==> src/tmc_cfg.svh <==
// Register map, field positions, reset values and timing constants for the timer block
`ifndef TMC_CFG_SVH
`define TMC_CFG_SVH
`define TMC_ADDR_W 2
`define TMC_OFS_CTRL 2'h0
`define TMC_OFS_LOW 2'h1
`define TMC_OFS_HIGH 2'h2
`define TMC_OFS_STAT 2'h3
`define TMC_BIT_RUN 0
`define TMC_BIT_SRC 1
`define TMC_BIT_BYPASS 2
`define TMC_BIT_OSCEN 3
`define TMC_BIT_PS_LO 4
`define TMC_BIT_PS_HI 5
`define TMC_BIT_SYSRUN 6
`define TMC_BIT_WIDE 7
`define TMC_CTRL_RESET 8'h00
`define TMC_CTRL_WMASK 8'hBF
`define TMC_STAT_OVF 0
`define TMC_INSTR_DIV 2'h3
`endif

==> src/tmc_pkg.sv <==
// Types shared by the timer block
package tmc_pkg;
   typedef logic [7:0] tmc_byte_t;
   typedef logic [15:0] tmc_count_t;
endpackage

==> src/tmc_timer.sv <==
// Sixteen-bit timer/counter with prescaler, external/oscillator source and buffered wide access
// How it works
// - Counter advances only while the run bit, control bit 0, is one.
// - Source bit zero: count once per instruction cycle, a quarter of clock.
// - Source bit one: count rising edges of external pin or oscillator output.
// - Prescale field bits 5-4 divides input by 1, 2, 4 or 8.
// - External source: input always synchronised; bit 2 one only selects async mode, which blocks the trigger reset.
// - Internal source ignores the synchronisation bit entirely.
// - Bit 3 enables the crystal oscillator; zero shuts inverter and feedback off.
// - Read-only bit 6 reads one when system clock comes from the oscillator.
// - Bit 7 selects buffered 16-bit access or two independent byte accesses.
// - Wide mode: low byte read copies live high byte into the buffer.
// - Wide mode: high writes fill buffer; low write loads both bytes together.
// - Wide mode: real high byte never accessed directly, only via buffer.
// - Low byte write clears prescaler; high byte write leaves it alone.
// - While the run bit is one the two oscillator pins are inputs and read back zero.
// - Enabled oscillator keeps running through every power-managed mode.
// - Count wraps FFFFh to 0000h, latching overflow flag; enable gates interrupt.
// - Compare trigger resets count to zero, not in async mode, no overflow flag.
// - A counter write in the same cycle as a trigger reset wins.
//
// Added by the designer: the register offsets and the address-and-strobe port.
`timescale 1ns/1ps
`default_nettype none
`include "tmc_cfg.svh"
module tmc_timer
   import tmc_pkg::*;
(
   // Clock and reset
   input wire logic I_CLK,
   input wire logic I_RESET_N,
   // Register port
   input wire logic [`TMC_ADDR_W-1:0] I_ADDR,
   input wire logic [7:0] I_WDATA,
   input wire logic I_WR,
   input wire logic I_RD,
   output logic [7:0] O_RDATA,
   // Count sources and system
   input wire logic I_EXT_COUNT_CLOCK,
   input wire logic I_LP_OSC_CLOCK,
   input wire logic I_SYSCLK_FROM_LP_OSC,
   input wire logic I_SPECIAL_TRIGGER,
   input wire logic I_OVERFLOW_IRQ_ENABLE,
   input wire logic I_OVERFLOW_FLAG_CLEAR,
   // Oscillator and pin control, overflow flag and interrupt request
   output logic O_LP_OSC_ENABLE,
   output logic O_PIN_INPUT_FORCE,
   output logic O_OVERFLOW_FLAG,
   output logic O_OVERFLOW_IRQ
);

   ////////////////////////////////////////////////////////////////////
   // Control register and decode
   tmc_byte_t timer_one_control;
   tmc_count_t count;
   tmc_byte_t high_buffer;
   logic [2:0] prescale_count;
   logic overflow_flag;
   logic sysrun_s1, sysrun_s2;
   logic pin_s1, pin_s2, osc_s1, osc_s2, src_prev;

   wire logic count_run_bit = timer_one_control[`TMC_BIT_RUN];
   wire logic source_select_bit = timer_one_control[`TMC_BIT_SRC];
   wire logic sync_bypass_bit = timer_one_control[`TMC_BIT_BYPASS];
   wire logic lp_osc_enable_bit = timer_one_control[`TMC_BIT_OSCEN];
   wire logic [1:0] input_prescale_field = timer_one_control[`TMC_BIT_PS_HI:`TMC_BIT_PS_LO];
   wire logic wide_access_bit = timer_one_control[`TMC_BIT_WIDE];

   wire logic wr_ctrl = I_WR && (I_ADDR == `TMC_OFS_CTRL);
   wire logic wr_low = I_WR && (I_ADDR == `TMC_OFS_LOW);
   wire logic wr_high = I_WR && (I_ADDR == `TMC_OFS_HIGH);
   wire logic rd_low = I_RD && (I_ADDR == `TMC_OFS_LOW);

   // Returns 1 when the prescaler has reached its terminal count for the field code
   function automatic logic prescale_done(input logic [2:0] cnt, input logic [1:0] code);
      logic [2:0] last;
      last = 3'h0;
      case (code)
         2'h0: last = 3'h0;
         2'h1: last = 3'h1;
         2'h2: last = 3'h3;
         default: last = 3'h7;
      endcase
      prescale_done = (cnt == last);
   endfunction

   // Control register, status bit 6 not writable
   always_ff @(posedge I_CLK or negedge I_RESET_N)
   begin
      if (!I_RESET_N)
         timer_one_control <= `TMC_CTRL_RESET;
      else if (wr_ctrl)
         timer_one_control <= (I_WDATA & `TMC_CTRL_WMASK) | {1'b0, sysrun_s2, 6'h00};
      else
         timer_one_control[`TMC_BIT_SYSRUN] <= sysrun_s2;
   end

   ////////////////////////////////////////////////////////////////////
   // Input synchronisers
   // Pin and oscillator are synchronised apart, so no logic ever reads an unsynchronised level
   // Limitation: switching the oscillator enable while the new source is high looks like one edge
   wire logic src_level = lp_osc_enable_bit ? osc_s2 : pin_s2;
   always_ff @(posedge I_CLK or negedge I_RESET_N)
   begin
      if (!I_RESET_N)
      begin
         sysrun_s1 <= 1'b0;
         sysrun_s2 <= 1'b0;
         pin_s1 <= 1'b0;
         pin_s2 <= 1'b0;
         osc_s1 <= 1'b0;
         osc_s2 <= 1'b0;
         src_prev <= 1'b0;
      end
      else
      begin
         sysrun_s1 <= I_SYSCLK_FROM_LP_OSC;
         sysrun_s2 <= sysrun_s1;
         pin_s1 <= I_EXT_COUNT_CLOCK;
         pin_s2 <= pin_s1;
         osc_s1 <= I_LP_OSC_CLOCK;
         osc_s2 <= osc_s1;
         // Last selected level, for the rising-edge detector
         src_prev <= src_level;
      end
   end

   // Instruction-cycle divider: one tick every four clocks
   logic [1:0] instr_div;
   always_ff @(posedge I_CLK or negedge I_RESET_N)
   begin
      if (!I_RESET_N)
         instr_div <= 2'h0;
      else
         instr_div <= instr_div + 2'h1;
   end

   // Single clock domain: async mode still counts through the synchronisers, so only the trigger reset differs
   wire logic ext_rise = src_level && !src_prev;
   wire logic src_tick = source_select_bit ? ext_rise : (instr_div == `TMC_INSTR_DIV);
   wire logic async_mode = source_select_bit && sync_bypass_bit;

   ////////////////////////////////////////////////////////////////////
   // Prescaler
   wire logic inc = count_run_bit && src_tick && prescale_done(prescale_count, input_prescale_field);
   always_ff @(posedge I_CLK or negedge I_RESET_N)
   begin
      if (!I_RESET_N)
         prescale_count <= 3'h0;
      else if (wr_low)
         prescale_count <= 3'h0;
      else if (count_run_bit && src_tick)
         prescale_count <= inc ? 3'h0 : prescale_count + 3'h1;
   end

   ////////////////////////////////////////////////////////////////////
   // Counter with write, trigger reset and increment, write taking priority
   always_ff @(posedge I_CLK or negedge I_RESET_N)
   begin
      if (!I_RESET_N)
         count <= 16'h0000;
      else if (wr_low)
         count <= {wide_access_bit ? high_buffer : count[15:8], I_WDATA};
      else if (wr_high && !wide_access_bit)
         count[15:8] <= I_WDATA;
      else if (I_SPECIAL_TRIGGER && !async_mode)
         count <= 16'h0000;
      else if (inc)
         count <= count + 16'h0001;
   end

   // High byte buffer
   always_ff @(posedge I_CLK or negedge I_RESET_N)
   begin
      if (!I_RESET_N)
         high_buffer <= 8'h00;
      else if (wide_access_bit && wr_high)
         high_buffer <= I_WDATA;
      else if (wide_access_bit && rd_low)
         high_buffer <= count[15:8];
   end

   // Overflow flag: set wins over clear
   // A wrap only counts when the increment really lands; a buffer-only write must not hide it
   wire logic count_written = wr_low || (wr_high && !wide_access_bit);
   wire logic trig_clear = I_SPECIAL_TRIGGER && !async_mode;
   wire logic wrap = inc && (count == 16'hFFFF) && !count_written && !trig_clear;
   always_ff @(posedge I_CLK or negedge I_RESET_N)
   begin
      if (!I_RESET_N)
         overflow_flag <= 1'b0;
      else if (wrap)
         overflow_flag <= 1'b1;
      else if (I_OVERFLOW_FLAG_CLEAR)
         overflow_flag <= 1'b0;
   end

   ////////////////////////////////////////////////////////////////////
   // Read data and registered outputs
   always_ff @(posedge I_CLK or negedge I_RESET_N)
   begin
      if (!I_RESET_N)
         O_RDATA <= 8'h00;
      else if (!I_RD)
         O_RDATA <= 8'h00;
      else if (I_ADDR == `TMC_OFS_CTRL)
         O_RDATA <= timer_one_control;
      else if (I_ADDR == `TMC_OFS_LOW)
         O_RDATA <= count[7:0];
      else if (I_ADDR == `TMC_OFS_HIGH)
         O_RDATA <= wide_access_bit ? high_buffer : count[15:8];
      else
         O_RDATA <= {7'h00, overflow_flag};
   end

   // Oscillator enable is only this bit; power modes never gate it
   always_ff @(posedge I_CLK or negedge I_RESET_N)
   begin
      if (!I_RESET_N)
      begin
         O_LP_OSC_ENABLE <= 1'b0;
         O_PIN_INPUT_FORCE <= 1'b0;
         O_OVERFLOW_FLAG <= 1'b0;
         O_OVERFLOW_IRQ <= 1'b0;
      end
      else
      begin
         O_LP_OSC_ENABLE <= lp_osc_enable_bit;
         O_PIN_INPUT_FORCE <= count_run_bit;
         O_OVERFLOW_FLAG <= overflow_flag;
         O_OVERFLOW_IRQ <= overflow_flag && I_OVERFLOW_IRQ_ENABLE;
      end
   end

   ////////////////////////////////////////////////////////////////////
   // Checks
   chk_stop_holds: assert property (@(posedge I_CLK) disable iff (!I_RESET_N)
      !count_run_bit && !wr_low && !wr_high && !I_SPECIAL_TRIGGER |=> $stable(count))
      else $error("count moved while stopped");
   chk_wrap_flag: assert property (@(posedge I_CLK) disable iff (!I_RESET_N)
      wrap |=> overflow_flag && count == 16'h0000)
      else $error("wrap did not set flag");
   chk_low_read_buf: assert property (@(posedge I_CLK) disable iff (!I_RESET_N)
      wide_access_bit && rd_low && !I_WR |=> high_buffer == $past(count[15:8]))
      else $error("buffer not loaded on low read");
   chk_wide_write: assert property (@(posedge I_CLK) disable iff (!I_RESET_N)
      wide_access_bit && wr_low |=> count == {$past(high_buffer), $past(I_WDATA)})
      else $error("wide write wrong");
   chk_trig_reset: assert property (@(posedge I_CLK) disable iff (!I_RESET_N)
      I_SPECIAL_TRIGGER && !async_mode && !I_WR |=> count == 16'h0000 && !$rose(overflow_flag))
      else $error("trigger reset failed");
   chk_write_wins: assert property (@(posedge I_CLK) disable iff (!I_RESET_N)
      wr_low && I_SPECIAL_TRIGGER |=> count[7:0] == $past(I_WDATA))
      else $error("trigger beat write");
   chk_prescale_clr: assert property (@(posedge I_CLK) disable iff (!I_RESET_N)
      wr_low |=> prescale_count == 3'h0)
      else $error("prescaler not cleared");
   chk_internal_rate: assert property (@(posedge I_CLK) disable iff (!I_RESET_N)
      inc && !source_select_bit |=> !inc [*3])
      else $error("internal tick too fast");
   chk_pin_force: assert property (@(posedge I_CLK) disable iff (!I_RESET_N)
      count_run_bit |=> O_PIN_INPUT_FORCE)
      else $error("pins not forced");
   // Flag, interrupt and output copies
   chk_flag_sticky: assert property (@(posedge I_CLK) disable iff (!I_RESET_N)
      overflow_flag && !I_OVERFLOW_FLAG_CLEAR |=> overflow_flag)
      else $error("overflow flag dropped by itself");
   chk_flag_clear: assert property (@(posedge I_CLK) disable iff (!I_RESET_N)
      I_OVERFLOW_FLAG_CLEAR && !wrap |=> !overflow_flag)
      else $error("overflow flag not cleared");
   chk_irq_gate: assert property (@(posedge I_CLK) disable iff (!I_RESET_N)
      overflow_flag && I_OVERFLOW_IRQ_ENABLE |=> O_OVERFLOW_IRQ)
      else $error("enabled flag gave no request");
   chk_irq_masked: assert property (@(posedge I_CLK) disable iff (!I_RESET_N)
      !I_OVERFLOW_IRQ_ENABLE |=> !O_OVERFLOW_IRQ)
      else $error("masked request raised");
   chk_osc_follow: assert property (@(posedge I_CLK) disable iff (!I_RESET_N)
      1'b1 |=> O_LP_OSC_ENABLE == $past(lp_osc_enable_bit))
      else $error("oscillator enable does not follow bit 3");
   chk_pin_release: assert property (@(posedge I_CLK) disable iff (!I_RESET_N)
      !count_run_bit |=> !O_PIN_INPUT_FORCE)
      else $error("pins forced while stopped");
   // Register access
   chk_status_ro: assert property (@(posedge I_CLK) disable iff (!I_RESET_N)
      wr_ctrl |=> timer_one_control[`TMC_BIT_SYSRUN] == $past(sysrun_s2))
      else $error("status bit written by software");
   chk_prescale_keep: assert property (@(posedge I_CLK) disable iff (!I_RESET_N)
      wr_high && !(count_run_bit && src_tick) |=> $stable(prescale_count))
      else $error("high write touched prescaler");
   chk_high_via_buf: assert property (@(posedge I_CLK) disable iff (!I_RESET_N)
      wide_access_bit && wr_high && !I_SPECIAL_TRIGGER && !inc |=> $stable(count))
      else $error("wide high write reached the count");
   chk_byte_high: assert property (@(posedge I_CLK) disable iff (!I_RESET_N)
      !wide_access_bit && wr_high |=> count[15:8] == $past(I_WDATA))
      else $error("byte high write lost");
   cov_wrap: cover property (@(posedge I_CLK) disable iff (!I_RESET_N) wrap);
   cov_ext_inc: cover property (@(posedge I_CLK) disable iff (!I_RESET_N) inc && source_select_bit);
   cov_wide_write: cover property (@(posedge I_CLK) disable iff (!I_RESET_N) wide_access_bit && wr_low);
   cov_trig: cover property (@(posedge I_CLK) disable iff (!I_RESET_N) I_SPECIAL_TRIGGER && count_run_bit);
   cov_wide_read: cover property (@(posedge I_CLK) disable iff (!I_RESET_N) wide_access_bit && rd_low);

endmodule
`default_nettype wire

==> config.mk <==
export PLATFORM = sky130hd
export DESIGN_NAME = tmc_timer
export DESIGN_NICKNAME = d
export VERILOG_FILES = /design/src/tmc_pkg.sv /design/src/tmc_timer.sv
export VERILOG_INCLUDE_DIRS = /design/src
export SDC_FILE = /design/constraint.sdc
export NUM_CORES = 1
export LEC_CHECK = 0
export BUFFER_PORTS_ARGS = -buffer_cell sky130_fd_sc_hd__buf_2
export CORE_ASPECT_RATIO = 0.6
export CORE_MARGIN = 8
export CORE_UTILIZATION = 62
export CTS_BUF_LIST = sky130_fd_sc_hd__clkbuf_8
export CTS_CLUSTER_SIZE = 25
export DETAILED_ROUTE_END_ITERATION = 12
export GPL_ROUTABILITY_DRIVEN = 0
export GPL_TIMING_DRIVEN = 0
export HOLD_SLACK_MARGIN = 0.02
export PLACE_DENSITY_LB_ADDON = 0.15
export SKIP_CTS_REPAIR_TIMING = 1
export SYNTH_ARGS = -nofsm -noshare
export SYNTH_HDL_FRONTEND = slang
export SYNTH_SLANG_ARGS = --single-unit
==> constraint.sdc <==
create_clock -name I_CLK -period 3.1 [get_ports I_CLK]
set_input_delay 0.465 -clock I_CLK [delete_from_list [all_inputs] [get_ports I_CLK]]
set_output_delay 0.465 -clock I_CLK [all_outputs]
set_load 0.01 [all_outputs]
==> impl_metrics.json <==
{
  "synth_xor_area_share_pct": 0.5525,
  "start_util_pct": 63.35,
  "period_minus_slack_ns": 2.140,
  "ys.warnings.count": 0,
  "die_height_microns": 71.39,
  "timing.max_cap.violations": 0,
  "routed_wl_mm": 9.236,
  "synth_edf_count": 0,
  "outcome": "completed",
  "critPathTopFamily": "simple AND/OR/NAND/NOR gates",
  "crit_path_start_kind": "flip-flop",
  "rsz0062_at_grt": "false",
  "cp.arrival_ns": 2.42,
  "fin_nets": 382,
  "crit_type": "flip-flop to flip-flop",
  "crit_start": "timer_one_control[7]",
  "final_hold_viol_count": 0,
  "fin_crit_sh_pct": 69.03,
  "clock_skew_ns": 0.01319,
  "die_w_microns": 108.3,
  "clockRootBuffer": "clkbuf_8",
  "grt_usage_pct": 24.13,
  "std_cell_rows": 20,
  "fmax_mhz": 467.3,
  "setup_tns_ns": 0,
  "routedWlPerCell_microns": 21.53,
  "synth_top_family_by_area": "compound AO/OA/AOI/OAI gates",
  "synthTopCellsByArea": "dfrtp_1 45%, mux2i_1 6.0%, nand2_1 5.1%",
  "crit_buf_inv": 2,
  "fin_util_pct": 71.95,
  "yosysMostFrequentCell": "dfrtp_1",
  "syn-num-nets": 341,
  "yosys.area.top_type": "dfrtp_1",
  "avgSynthCellArea_sq_um": 9.970,
  "leakage_uw": 0.001612,
  "first_pass_iters": 6,
  "drc": 0,
  "viasPerCell": 6.807,
  "antenna_cells": 0,
  "synth_fa_ha_area_share_pct": 1.184,
  "grt_pass1_wl_mm": 14.39,
  "cp_slowest_stage_delay_ns": 0.51,
  "grt_max_degree": 58,
  "cts_buffers": 9,
  "crit_path_top_delay_cell": "nor2_1",
  "yosys-top-cells-count": "57 x dfrtp_1, 43 x nand2_1, 19 x mux2i_1",
  "pin_count": 32,
  "synthFlopType": "dfrtp_1",
  "tightest_slew_ns": 0.7175,
  "drv_slew": 0,
  "reg2reg_setup_slack_ns": 0.96,
  "synthMuxAreaShare_pct": 9.550,
  "yosys.area_share.simple_pct": 18.39,
  "required_ns": 3.38,
  "overflow": 0,
  "cp-end-kind": "flip-flop",
  "slew_headroom_pct": 52.17,
  "cp_max_fo": 10,
  "core_sq_um": 5005,
  "async_reset_ff_share_pct": 100.0,
  "instances_no_fill": 429,
  "areaGrowthSynthToFinish_pct": 13.58,
  "synth_cells": 318,
  "place_inst": 414,
  "finalSetupViolCount": 0,
  "grt_pass1_vias": 2750,
  "synthDistinctLibCells": 63,
  "path_clk_slew_ns": 0.06,
  "via_count": 2920,
  "ir_worst_vdd_mv": 0.3705,
  "port_buffers": 30,
  "insertion_delay_ns": 0.34,
  "synth_compound_area_share_pct": 20.60,
  "ant_nets": 0,
  "crit_chain": "buf_2 > nor4bb_1 > buf_2 > nor2_1 > nand2_1 > o31ai_1 > a31o_2",
  "pwr_density_cell_nw_per_um2": 625.0,
  "clk_path_buf_depth": 2,
  "drive_gt1_share_pct": 21.49,
  "cts_sinks": 57,
  "syn-cell-area_sq_um": 3171,
  "antenna_found_initial": 0,
  "ys_seq_elements": 57,
  "dp_hpwl_mm": 6.488,
  "r2r_start": "timer_one_control[7]",
  "hp-class": "input pin to async pin",
  "die_area_sq_um": 7733,
  "synth_top_area_share_pct": 44.99,
  "cpMostUsedCell": "buf_2",
  "cts_tree": "yes",
  "h-tree-depth": 3,
  "synth-seq-area-share_pct": 44.99,
  "initialDrtViolationCount": 436
}
-- flip-flops by register name, summed over array words and instances (netlist names), 2 cells and up --
signal,cells
instr_div,2
count,16
timer_one_control,8
prescale_count,3
high_buffer,8
O_RDATA,8
-- layout make-up --
type | count | area (sq um)
timing repair buffer | 30 | 152.6
fill | 353 | 1404
tap | 66 | 82.58
clock buffer | 11 | 151.4
sequential | 57 | 1426
clock inverter | 4 | 43.79
inverter | 10 | 37.54
buffer | 17 | 112.6
multi-input combinational | 234 | 1594
-- cell families (layout without fill, tap and decap cells) --
group                    Yosys count  count (layout)
multiplexers                      28              28
flip-flops                        57              57
buffers and inverters             27              72
AND/OR/NAND/NOR                  113             113
AO/OA/AOI/OAI                     88              88
adder cells (fa/ha/maj)            3               3
XOR/XNOR                           2               2
-- layer usage --
metal | wire length, microns | track usage (%)
met5 | 0 | 2.837
met4 | 313 | 9.050
met3 | 1284 | 9.937
met2 | 3762 | 33.15
met1 | 3876 | 32.65
-- path summary, 6_finish.rpt --
path / end / cells past startpoint
worst max-delay path: count[13] / 7
worst min-delay path: count[14] / 1
worst max register to register: count[13] / 7
worst min register to register: timer_one_control[6] / 0
max in group asynchronous: prescale_count[1] / 1
min in group I_CLK: osc_s1 / 1
-- worst register-to-register path: stages (launching register included) --
cell,delay [ns]
dfrtp_1,0.33
buf_2,0.24
nor4bb_1,0.09
buf_2,0.21
nor2_1,0.51
nand2_1,0.19
o31ai_1,0.32
a31o_2,0.20
-- power by group --
group | switching [uW] | leakage [uW] | internal [uW]
logic | 318 | 0.000779 | 234
registers | 132 | 0.000727 | 870
clock network | 293 | 0.000106 | 405
-- cells in the final DEF (no fill, tap or decap), drive strengths merged, types with 2 or more instances in the layout --
cell type  instances
a2bb2oi            3
clkinv             2
a32oi              2
o22ai              9
mux2               8
nand4              4
a21oi             17
nor3b              2
o32ai              2
nor4b              2
nand3             10
a32o               4
o211ai             3
nand2b             3
ha                 3
nor2b              2
o41ai              2
clkbuf            20
dfrtp             57
o21ai             16
o31ai              5
and3b              2
inv               11
buf               38
nor2              16
nand2             44
a22oi              8
a221oi             2
nor3               6
a211oi             4
and2               9
and3               6
mux2i             19
-- metrics by stage --
stage	hold WS, ns	cell area, sq um	power [uW]	worst slack, ns
2_1_floorplan	0.1694	3171	1353	1.183
3_3_place_gp	0.3328	3403	1511	0.9170
3_5_place_dp	0.3347	3403	1535	0.8422
4_1_cts	0.2237	3598	2230	1.008
5_1_grt	0.2202	3601	2339	0.9112
6_report	0.1796	3601	2251	0.9600
No activity file was read; power rests on OpenSTA's default activity.
